## src/common/oir_pkg.sv

```systemverilog
// Package for the object indication reporter: register map, fields and carriers
package oir_pkg;

	// Register byte offsets
	localparam logic [11:0] OIR_OFS_RCV_CFG = 12'h000;
	localparam logic [11:0] OIR_OFS_SND_CFG = 12'h004;
	localparam logic [11:0] OIR_OFS_STATUS = 12'h008;

	// Reset values
	localparam logic [15:0] OIR_RCV_CFG_RST = 16'h0000;
	localparam logic [15:0] OIR_SND_CFG_RST = 16'h0000;

	// Writable bit masks; reserved bits are never stored
	localparam logic [15:0] OIR_RCV_CFG_MASK = 16'h9803;
	localparam logic [15:0] OIR_SND_CFG_MASK = 16'h00c7;

	// Receive-condition configuration bit positions
	localparam int OIR_RCV_GLOBAL = 0;
	localparam int OIR_RCV_WITH_VALUE = 1;
	localparam int OIR_RCV_ON_RECEIVED = 11;
	localparam int OIR_RCV_ON_CHANGED = 12;
	localparam int OIR_RCV_ON_TIMEOUT = 15;

	// Send-condition configuration: timer usage select
	localparam int OIR_SND_RCV_TIMER = 6;

	// Global flag byte bit positions
	localparam int OIR_GF_RESTART = 0;
	localparam int OIR_GF_UPDATE = 3;
	localparam int OIR_GF_CHANGED = 4;
	localparam int OIR_GF_IP_TIMEOUT = 6;
	localparam int OIR_GF_RCV_TIMEOUT = 7;
	localparam logic [7:0] OIR_GF_MASK = 8'hd9;

	// Device-state byte bit positions
	localparam int OIR_DS_TRANSPARENT = 0;
	localparam int OIR_DS_APP_LOADED = 1;
	localparam int OIR_DS_APP_RUNNING = 2;
	localparam int OIR_DS_PROG_MODE = 7;

	// Kind of indication emitted
	typedef enum logic [1:0] {
		OIR_KIND_OBJECT = 2'b00,
		OIR_KIND_GLOBAL = 2'b01,
		OIR_KIND_STATE = 2'b10
	} oir_kind_t;

	// Object update event from the object store
	typedef struct packed {
		logic valid;
		logic received;
		logic changed;
		logic timeout;
		logic [7:0] obj_number;
		logic [7:0] ram_flags;
		logic [31:0] value;
	} oir_event_t;

	// Indication record towards the host link formatter
	typedef struct packed {
		oir_kind_t kind;
		logic [7:0] group_object_number;
		logic [7:0] ram_flags;
		logic value_present;
		logic [31:0] value;
		logic [7:0] info_byte;
	} oir_ind_t;

	// Main registered state of the reporter; the flag and change-watch helpers hold their own
	typedef struct packed {
		logic [15:0] receive_condition_config;
		logic [15:0] send_condition_config;
		logic [31:0] prdata;
		logic ind_valid;
		oir_ind_t ind;
	} oir_state_t;

endpackage : oir_pkg

```

## src/hdl/oir_sticky.sv

```systemverilog
// Sticky flag bank with set-over-clear priority
`timescale 1ns/100ps
module oir_sticky
	import oir_pkg::*;
#(
	parameter int W = 8
) (
	// Clock and reset
	input wire logic i_clk_sys,
	input wire logic i_reset,
	// Control
	input wire logic [W-1:0] i_set,
	input wire logic i_clr,
	// Flags
	output logic [W-1:0] o_q
);

	logic [W-1:0] q_r;
	logic [W-1:0] q_nxt;

	// Clear drops old flags, a set in the same cycle survives
	always_comb begin
		q_nxt = (i_clr ? '0 : q_r) | i_set;
	end

	// Flag register
	always_ff @(posedge i_clk_sys) begin
		if (i_reset) begin
			q_r <= '0;
		end else begin
			q_r <= q_nxt;
		end
	end

	assign o_q = q_r;

endmodule : oir_sticky

```

## src/hdl/oir_change_det.sv

```systemverilog
// Change detector for a sampled status word
`timescale 1ns/100ps
module oir_change_det
	import oir_pkg::*;
#(
	parameter int W = 8
) (
	// Clock and reset
	input wire logic i_clk_sys,
	input wire logic i_reset,
	// Watched word
	input wire logic [W-1:0] i_val,
	// One-cycle pulse when the word differs from last cycle
	output logic o_changed
);

	logic [W-1:0] prev_r;
	logic [W-1:0] prev_nxt;

	// Follow the word every cycle
	always_comb begin
		prev_nxt = i_val;
	end

	// Previous value; zero after reset so a non-zero start reports once
	always_ff @(posedge i_clk_sys) begin
		if (i_reset) begin
			prev_r <= '0;
		end else begin
			prev_r <= prev_nxt;
		end
	end

	assign o_changed = (prev_r != i_val);

endmodule : oir_change_det

```

## src/hdl/oir_reporter.sv

```systemverilog
// Object indication reporter: unsolicited object, global and device-state indications
//
// The APB register port and the placing of the registers are this design's own decisions.
`timescale 1ns/100ps
module oir_reporter
	import oir_pkg::*;
(
	// Clock and reset
	input wire logic i_clk_sys,
	input wire logic i_reset,
	// APB slave
	input wire logic i_psel,
	input wire logic i_penable,
	input wire logic i_pwrite,
	input wire logic [11:0] i_paddr,
	input wire logic [31:0] i_pwdata,
	output logic [31:0] o_prdata,
	output logic o_pready,
	output logic o_pslverr,
	// Object update events
	input wire oir_event_t i_evt,
	output logic o_evt_ready,
	// Device status inputs
	input wire logic i_app_restart,
	input wire logic i_transparent_mode,
	input wire logic i_app_loaded,
	input wire logic i_app_running,
	input wire logic i_prog_mode,
	// Indication output
	output oir_ind_t o_ind,
	output logic o_ind_valid,
	input wire logic i_ind_ready
);

	////////////////////////////////////////////////////////////////////////////////
	// Declarations

	oir_state_t s_r;
	oir_state_t s_nxt;
	logic [7:0] state_byte;
	logic state_changed;
	logic state_pend;
	logic [7:0] glob_q;
	logic [7:0] glob_set;
	logic glob_clr;
	logic state_clr;
	logic glob_mode;
	logic evt_take;
	logic evt_trig;
	logic rcv_timer;
	logic out_free;
	logic apb_setup;
	logic apb_access;
	logic addr_ok;
	logic load_obj;
	logic [31:0] rd_mux;

	////////////////////////////////////////////////////////////////////////////////
	// Status words and event classification

	// Device-state byte built from the status inputs
	always_comb begin
		state_byte = 8'h00;
		state_byte[OIR_DS_TRANSPARENT] = i_transparent_mode;
		state_byte[OIR_DS_PROG_MODE] = i_prog_mode;
		state_byte[OIR_DS_APP_LOADED] = i_app_loaded;
		state_byte[OIR_DS_APP_RUNNING] = i_app_running;
	end

	// Mode and timer selection; reserved bits are masked at write
	assign glob_mode = s_r.receive_condition_config[OIR_RCV_GLOBAL];
	assign rcv_timer = s_r.send_condition_config[OIR_SND_RCV_TIMER];
	assign out_free = !s_r.ind_valid;

	// Event acceptance: global mode only folds flags, single mode needs a free slot
	assign o_evt_ready = glob_mode | (out_free & !state_pend & (glob_q == 8'h00));
	assign evt_take = i_evt.valid & o_evt_ready;

	// Trigger decode from enabled conditions
	assign evt_trig = (i_evt.received & s_r.receive_condition_config[OIR_RCV_ON_RECEIVED])
		| (i_evt.changed & s_r.receive_condition_config[OIR_RCV_ON_CHANGED])
		| (i_evt.timeout & s_r.receive_condition_config[OIR_RCV_ON_TIMEOUT]);

	// Global flag set terms
	always_comb begin
		glob_set = 8'h00;
		glob_set[OIR_GF_RESTART] = i_app_restart;
		if (evt_take && glob_mode) begin
			glob_set[OIR_GF_UPDATE] = i_evt.received
				& s_r.receive_condition_config[OIR_RCV_ON_RECEIVED];
			glob_set[OIR_GF_CHANGED] = i_evt.changed
				& s_r.receive_condition_config[OIR_RCV_ON_CHANGED];
			glob_set[OIR_GF_IP_TIMEOUT] = i_evt.timeout & !rcv_timer
				& s_r.receive_condition_config[OIR_RCV_ON_TIMEOUT];
			glob_set[OIR_GF_RCV_TIMEOUT] = i_evt.timeout & rcv_timer
				& s_r.receive_condition_config[OIR_RCV_ON_TIMEOUT];
		end
	end

	////////////////////////////////////////////////////////////////////////////////
	// Helpers

	// Pending global flags
	oir_sticky #(.W(8)) u_glob_flags (
		.i_clk_sys(i_clk_sys),
		.i_reset(i_reset),
		.i_set(glob_set),
		.i_clr(glob_clr),
		.o_q(glob_q)
	);

	// Device-state change watch
	oir_change_det #(.W(8)) u_state_watch (
		.i_clk_sys(i_clk_sys),
		.i_reset(i_reset),
		.i_val(state_byte),
		.o_changed(state_changed)
	);

	// Pending device-state indication
	oir_sticky #(.W(1)) u_state_pend (
		.i_clk_sys(i_clk_sys),
		.i_reset(i_reset),
		.i_set(state_changed),
		.i_clr(state_clr),
		.o_q(state_pend)
	);

	////////////////////////////////////////////////////////////////////////////////
	// APB decode

	assign apb_setup = i_psel & !i_penable;
	assign apb_access = i_psel & i_penable;
	assign addr_ok = (i_paddr == OIR_OFS_RCV_CFG) | (i_paddr == OIR_OFS_SND_CFG)
		| (i_paddr == OIR_OFS_STATUS);

	// Read data mux
	always_comb begin
		case (i_paddr)
			OIR_OFS_RCV_CFG: rd_mux = {16'h0000, s_r.receive_condition_config};
			OIR_OFS_SND_CFG: rd_mux = {16'h0000, s_r.send_condition_config};
			OIR_OFS_STATUS: rd_mux = {16'h0000, glob_q, state_byte};
			default: rd_mux = 32'h0000_0000;
		endcase
	end

	assign o_pready = 1'b1;
	assign o_pslverr = apb_access & !addr_ok;
	assign o_prdata = s_r.prdata;

	////////////////////////////////////////////////////////////////////////////////
	// Next state

	// Registers, read capture and indication loader
	always_comb begin
		s_nxt = s_r;
		glob_clr = 1'b0;
		state_clr = 1'b0;
		load_obj = 1'b0;
		// Register writes keep only defined bits
		if (apb_access && i_pwrite) begin
			case (i_paddr)
				OIR_OFS_RCV_CFG: s_nxt.receive_condition_config =
					i_pwdata[15:0] & OIR_RCV_CFG_MASK;
				OIR_OFS_SND_CFG: s_nxt.send_condition_config =
					i_pwdata[15:0] & OIR_SND_CFG_MASK;
				default: s_nxt.send_condition_config = s_r.send_condition_config;
			endcase
		end
		// Read data captured at setup, shown in access
		if (apb_setup) begin
			s_nxt.prdata = i_pwrite ? 32'h0000_0000 : rd_mux;
		end
		// Host took the indication
		if (s_r.ind_valid && i_ind_ready) begin
			s_nxt.ind_valid = 1'b0;
		end
		// Unsolicited emission: state, then global, then object
		if (out_free) begin
			if (state_pend) begin
				s_nxt.ind_valid = 1'b1;
				s_nxt.ind = '0;
				s_nxt.ind.kind = OIR_KIND_STATE;
				s_nxt.ind.info_byte = state_byte;
				state_clr = 1'b1;
			end else if (glob_q != 8'h00) begin
				s_nxt.ind_valid = 1'b1;
				s_nxt.ind = '0;
				s_nxt.ind.kind = OIR_KIND_GLOBAL;
				s_nxt.ind.info_byte = glob_q & OIR_GF_MASK;
				glob_clr = 1'b1;
			end else if (evt_take && !glob_mode && evt_trig) begin
				load_obj = 1'b1;
				s_nxt.ind_valid = 1'b1;
				s_nxt.ind.kind = OIR_KIND_OBJECT;
				s_nxt.ind.group_object_number = i_evt.obj_number;
				s_nxt.ind.ram_flags = i_evt.ram_flags;
				s_nxt.ind.value_present =
					s_r.receive_condition_config[OIR_RCV_WITH_VALUE];
				s_nxt.ind.value = s_r.receive_condition_config[OIR_RCV_WITH_VALUE]
					? i_evt.value : 32'h0000_0000;
				s_nxt.ind.info_byte = 8'h00;
			end
		end
	end

	// State register
	always_ff @(posedge i_clk_sys) begin
		if (i_reset) begin
			s_r <= '0;
			s_r.receive_condition_config <= OIR_RCV_CFG_RST;
			s_r.send_condition_config <= OIR_SND_CFG_RST;
		end else begin
			s_r <= s_nxt;
		end
	end

	assign o_ind = s_r.ind;
	assign o_ind_valid = s_r.ind_valid;
endmodule : oir_reporter

```

## config.mk

```make
export PLATFORM = sky130hd
export DESIGN_NAME = oir_reporter
export DESIGN_NICKNAME = d
export VERILOG_FILES = /design/src/common/oir_pkg.sv /design/src/hdl/oir_sticky.sv /design/src/hdl/oir_change_det.sv /design/src/hdl/oir_reporter.sv
export SDC_FILE = /design/constraint.sdc
export NUM_CORES = 1
export LEC_CHECK = 0
export ABC_AREA = 1
export BUFFER_PORTS_ARGS = -buffer_cell sky130_fd_sc_hd__buf_2
export CAP_MARGIN = 20
export CORE_UTILIZATION = 53
export CTS_CLUSTER_DIAMETER = 100
export CTS_CLUSTER_SIZE = 24
export DETAILED_ROUTE_END_ITERATION = 12
export GPL_TIMING_DRIVEN = 0
export PLACE_DENSITY_LB_ADDON = 0.15
export SETUP_SLACK_MARGIN = 0.02
export SYNTH_ARGS = -nofsm -noshare
export SYNTH_HDL_FRONTEND = slang
export SYNTH_HIERARCHICAL = 1
export SYNTH_SLANG_ARGS = --single-unit
```

## constraint.sdc

```tcl
create_clock -name i_clk_sys -period 2.7 [get_ports i_clk_sys]
set_input_delay 0.54 -clock i_clk_sys [delete_from_list [all_inputs] [get_ports i_clk_sys]]
set_output_delay 0.54 -clock i_clk_sys [all_outputs]
set_load 0.02 [all_outputs]
```

==> run metrics, run 1 <==
sequential-to-total area share from yosys stat 0.3983; overall power 0.002984 W; worst-skew pair later-pin latency about 0.36 ns; Hold Startpoint i_reset; nets@finish 966; placement row count 34; Hold Vio Cnt, Final 0; fin crit period 1.984 ns; Finished Layout Cells approximately 1,000; DR iter-0 viols roughly 150; Worst Skew 0.01408 ns; routed wire length 11,570 microns; H-tree Lvls 3; crit path launch type input port; Min-Delay Path Depth 2; initial antenna violation count 0; vias in the first global route ~4,200; end of the worst hold path u_state_pend/o_q; HPWL reported at the end of detailed placement 9002 microns; Area growth, synth to finish 24.47%; CTS buffer count 9; worst-margin pin slew 0.7169 ns; setup slack, reg-to-reg 1.18 ns; post-cts resize count 0; outcome finished, final reports clean; routed vias 4,547; Placed Area 6005 sq um; max cap viols 0; router iterations before antenna repair 7; CTS tree done; commonest cells after routing, fill and taps aside buf_2 (162), nand2_1 (129), dfxtp_1 (99); Reg clk slew, reported paths 0.09 ns; Final Max Slew Viols 0; gr usage total 0.2387; crit path kind input port to output pin; HP Class input port to flop; Clock Tree Buf Depth 2; setup violators final 0; top sig layer met4; die area 9780 sq um; share of the synthesized area in the top cell type 0.3983; largest cells by area after synthesis dfxtp_1 (40%), buf_4 (15%), nand2_1 (9.7%); worst vdd ir 0.2728 mV; Die H 98.90 microns; Antenna diodes 0; ANT nets after route 0; YS warnings 6; Reg2Reg Capture Point o_ind[45]; CTS root buf clkbuf_8; Post-Layout Inst Area 6193 sq um; core footprint 8891 sq um; Layout fillers 761; # DRC 0; Starting Density 0.5597; first-pass GRT wire length between 15,000 and 20,000 microns; largest net degree at the start of global routing 17; dpl ws 0.7200 ns; Vias/cell ~4.7; PwrDens 481.8 nW/um^2; Relative slew margins 0.5221; DR WL met3 687 microns; Mean Syn Cell Area 7.517 sq um; post-synth top area cell dfxtp_1; hold_buf cts 0; RSZ-0062 raised after global routing false; WL per Instance 11.91 microns; setup_tns 0 ns; I/O pin count 202; R2R cell count 9; total clock sinks 99; input/output buffers 156; WL met2 approximately 5800 microns; Synth Cell Area 4976 sq um; Lkg Pwr about 3 nW; CP Data Arrival Time 1.44 ns; most common cell after layout, fill and taps aside buf_2; GRT overflow 0; met1 WL 4992 microns; Peak Freq 504.0 MHz; setup ws final between 0.7 and 0.8 ns; Die Wd slightly below 100 microns; worst path required time 2.16 ns; Syn Inst Count 662; Yosys reg bits 99; dpl cells 956; fraction of final layout cells sized beyond drive strength 1 0.3905; routability congestion estimate 0.9039; RR Startpoint u_glob_flags/o_q[6]; crit-path max FO 5; post-CTS setup buffers 0; period utilization 0.7349; Worst setup EP type output pin; Synth cell types 25
## metrics by stage
step                hold slack, ns  utilization
global placement            0.4377       0.6753
finish                      0.3799       0.6966
floorplan                   0.4245            -
CTS                         0.3637       0.6966
global route                0.3572       0.6966
detailed placement          0.4474       0.6753
## registers in the layout, summed over array words and instances (netlist names)
name,flops
glob_mode,1
o_ind,58
o_ind_valid,1
o_prdata,13
rcv_timer,1
s_r,8
u_glob_flags/o_q,8
u_state_pend/o_q,1
u_state_watch/prev_r,8
## cell usage after synthesis, drive strengths merged
| master | count |
|---|---|
| a21oi | 88 |
| and3 | 1 |
| buf | 111 |
| clkbuf | 9 |
| clkinv | 1 |
| conb | 2 |
| dfxtp | 99 |
| inv | 61 |
| nand2 | 142 |
| nand3 | 66 |
| nor2 | 59 |
| nor3 | 4 |
| o211ai | 1 |
| o21ai | 13 |
| xnor2 | 5 |
## worst max-delay path: stages
cell and delay (ns):
buf_2 0.09, nor2_1 0.09, nand2_1 0.13, nor2_1 0.15
o211ai_1 0.12, and3_1 0.17, buf_2 0.15
## final cells by class
type	count	area (sq um)	area share
buffer	120	900.9	0.1455
sequential	99	1982	0.3200
clock inverter	6	65.06	0.01051
multi-input combinational	411	1973	0.3186
timing repair buffer	156	780.7	0.1261
tap	108	135.1	0.02182
inverter	62	232.7	0.03758
clock buffer	9	123.9	0.02000
## metal layers
layer  global-route usage  vias up
met2               0.4411      149
met1               0.2834     2039
met5                    0        -
met4              0.05166        0
li1                     -     2349
met3              0.04894       10
## cells by family after synthesis
group | after synthesis | synth area share
simple gates | 272 | 0.2424
buf+inv | 182 | 0.2278
compound gates | 102 | 0.1212
xor+xnor | 5 | 0.008800
other cells | 2 | 0.001509
flops | 99 | 0.3983
## worst max path at each step
stage               startpoint        end  slack (ns)
floorplan           i_paddr[7]  o_pslverr        1.00
global placement    i_paddr[7]  o_pslverr        0.74
detailed placement  i_paddr[7]  o_pslverr        0.72
CTS                 i_paddr[7]  o_pslverr        0.71
global route        i_paddr[5]  o_pslverr        0.56
finish              i_paddr[7]  o_pslverr        0.72
## power breakdown
part / leakage, nW / internal (W) / switching, W
registers: 0.805 / 0.00150 / 0.0000249
logic: 2.13 / 0.000216 / 0.000301
clock network: 0.0955 / 0.000425 / 0.000516
Note: power is estimated with default switching activity, not from simulation.
==> run 2, diff against run 1 <==
--- a/config.mk
+++ b/config.mk
@@ -8,7 +8,7 @@
 export ABC_AREA = 1
 export BUFFER_PORTS_ARGS = -buffer_cell sky130_fd_sc_hd__buf_2
 export CAP_MARGIN = 20
-export CORE_UTILIZATION = 53
+export CORE_UTILIZATION = 49
 export CTS_CLUSTER_DIAMETER = 100
 export CTS_CLUSTER_SIZE = 24
 export DETAILED_ROUTE_END_ITERATION = 12
==> constraint.sdc (replaced) <==
create_clock -name i_clk_sys -period 1.9 [get_ports i_clk_sys]
set_input_delay 0.38 -clock i_clk_sys [delete_from_list [all_inputs] [get_ports i_clk_sys]]
set_output_delay 0.38 -clock i_clk_sys [all_outputs]
set_load 0.02 [all_outputs]
==> run 2 against run 1 <==
Effect of this change: power grew 45%; sequential share of layout area is 0.28 points lower; clock-buffer cell count is 1 higher; utilization shrank 6.0 points; non-clock buffer count is the same; wire length shrank 2.0%; sequential power grew 42%; largest power group unchanged.
==> run metrics, run 2 (same netlist as run 1, synthesis figures left out) <==
crit-path cells nor2_1 -> nand2_1 -> nor2_4 -> nand2_2 -> nand2_1 -> buf_4; gr usage total 0.2151; Vias/cell 4.501; Die H 102.8 microns; initial antenna violation count 0; setup violators final 0; Relative slew margins 0.5182; Hold Vio Cnt, Final 0; crit path max-delay cell type dfxtp_2; CTS root buf clkbuf_8; Reg power frac 0.499; largest net degree at the start of global routing 18; Area growth, synth to finish 25.65%; Reg clk slew, reported paths 0.10 ns; Clock power frac 0.332; switching power 0.001240 W; WL per Instance 11.36 microns; I/O pin count 202; Hold Startpoint i_reset; first-pass GRT wire length 17,560 microns; overall power between 0.004 and 0.005 W; Die Wd 102.8 microns; DR WL met3 721 microns; most used cell along the critical path nand2_1; CP max stage delay 0.35 ns; # DRC 0; PwrDens roughly 690 nW/um^2; WL met2 approximately 5300 microns; worst-skew pair later-pin latency about 0.37 ns; input/output buffers 156; HPWL reported at the end of detailed placement slightly below 9000 microns; most common cell after layout, fill and taps aside buf_2; max cap viols 0; outcome finished, final reports clean; CTS tree done; Sw Share 0.2857; Clock Tree Buf Depth 2; Antenna diodes 0; core footprint between 9000 and 10,000 sq um; GRT overflow 0; router iterations before antenna repair 5; setup slack, reg-to-reg 0.37 ns; fraction of final layout cells sized beyond drive strength 1 0.3935; max reg flops 58; Starting Density 0.5068; combinational share of power 0.168; Lkg Pwr between 3 and 4 nW; crit path launch type flop; DR iter-0 viols 179; worst vdd ir 0.4007 mV; routed vias 4,487; worst-margin pin slew 0.7227 ns; Placed Area between 6000 and 7000 sq um; crit-path max FO 4; CTS buffer count 9; Worst Skew around 0.0081 ns; ANT nets after route 0; Final Max Slew Viols 0; fin crit period approximately 1.8 ns; placement row count 36; commonest cells after routing, fill and taps aside buf_2 (161), nand2_1 (129), buf_4 (98), dfxtp_1 (98), nand3_1 (65); die area 10,560 sq um; HP Class input port to flop; post-layout util 0.6367; RSZ-0062 raised after global routing false; H-tree Lvls 3; post-CTS setup buffers 0; routability congestion estimate 0.8839; met1 WL slightly above 5000 microns; vias in the first global route ~4,000; CP Data Arrival Time 1.40 ns; top sig layer met4; setup_tns 0 ns; CP Launch Point u_glob_flags/o_q[0]; nets@finish 966; worst path required time 1.52 ns; dpl ws between 0.1 and 0.15 ns; internal power about 0.0031 W; routed wire length 11,330 microns; Worst setup EP type output pin; Post-Layout Inst Area 6252 sq um; Peak Freq 560.8 MHz; period utilization 0.9386; total clock sinks 99; setup ws final 0.1167 ns; RR Startpoint s_r[123]; crit path kind flop to output pin
==> run 2: cell types whose count changed in the layout (fill, tap and decap cells not counted) <==
cell      previous run  this run
buf_2              162       161
buf_4               97        98
clkbuf_8             9        10
clkinv_2             2         0
clkinv_4             1         2
dfxtp_1             99        98
dfxtp_2              0         1
inv_6                1         2
nor2_1              44        43
nor2_2              11        12
==> run 2: critical path, delay by kind of cell, from the launching register on <==
family	cells	cell delay, ns
buf+inv	1	0.14
flops	1	0.35
simple gates	5	0.54
==> run 2: path summary, 6_finish.rpt <==
| path | cells after the start | to |
|---|---|---|
| setup / recovery | 6 | o_evt_ready |
| hold / removal | 2 | u_state_pend/o_q |
| setup reg to reg | 9 | o_ind[41] |
| hold reg to reg | 2 | s_r[92] |
==> run 2: stage by stage <==
stage / cells / hold slack, ns
floorplan: 692 / 0.4245
global placement: 981 / 0.4387
detailed placement: 981 / 0.4406
CTS: 997 / 0.1920
global route: 997 / 0.1969
finish: 997 / 0.2063
==> run 2: layout make-up <==
| cell class | count | area [sq um] |
|---|---|---|
| inverters | 62 | 232.7 |
| clock buffers | 10 | 137.6 |
| clock inverters | 6 | 72.57 |
| multi-input cells | 411 | 1976 |
| flip-flops and latches | 99 | 1983 |
| fillers | 940 | 3567 |
| well taps | 133 | 166.4 |
| repair buffers | 156 | 783.3 |
| plain buffers | 120 | 900.9 |
==> run 2: power groups by stage <==
| stage | Clock (W) | Sequential, W | Combinational [W] |
|---|---|---|---|
| floorplan | 0 | 0.00221 | 0.000515 |
| detailed placement | 0 | 0.00222 | 0.000730 |
| CTS | 0.00148 | 0.00217 | 0.000732 |
| finish | 0.00144 | 0.00217 | 0.000731 |
| global placement | 0 | 0.00221 | 0.000720 |
| global route | 0.00157 | 0.00218 | 0.000807 |
==> run 2: timing repair <==
item | CTS | global route
hold buffers | 0 | 0
endpoints found under the setup margin | 0 | 1
resized for setup | 0 | 3
==> run 2: metal layers <==
| metal | up-vias | GRT usage |
|---|---|---|
| met1 | 1969 | 0.2621 |
| met3 | 22 | 0.05288 |
| met4 | 0 | 0.09101 |
| met2 | 146 | 0.3621 |
| li1 | 2350 | - |
| met5 | - | 0 |
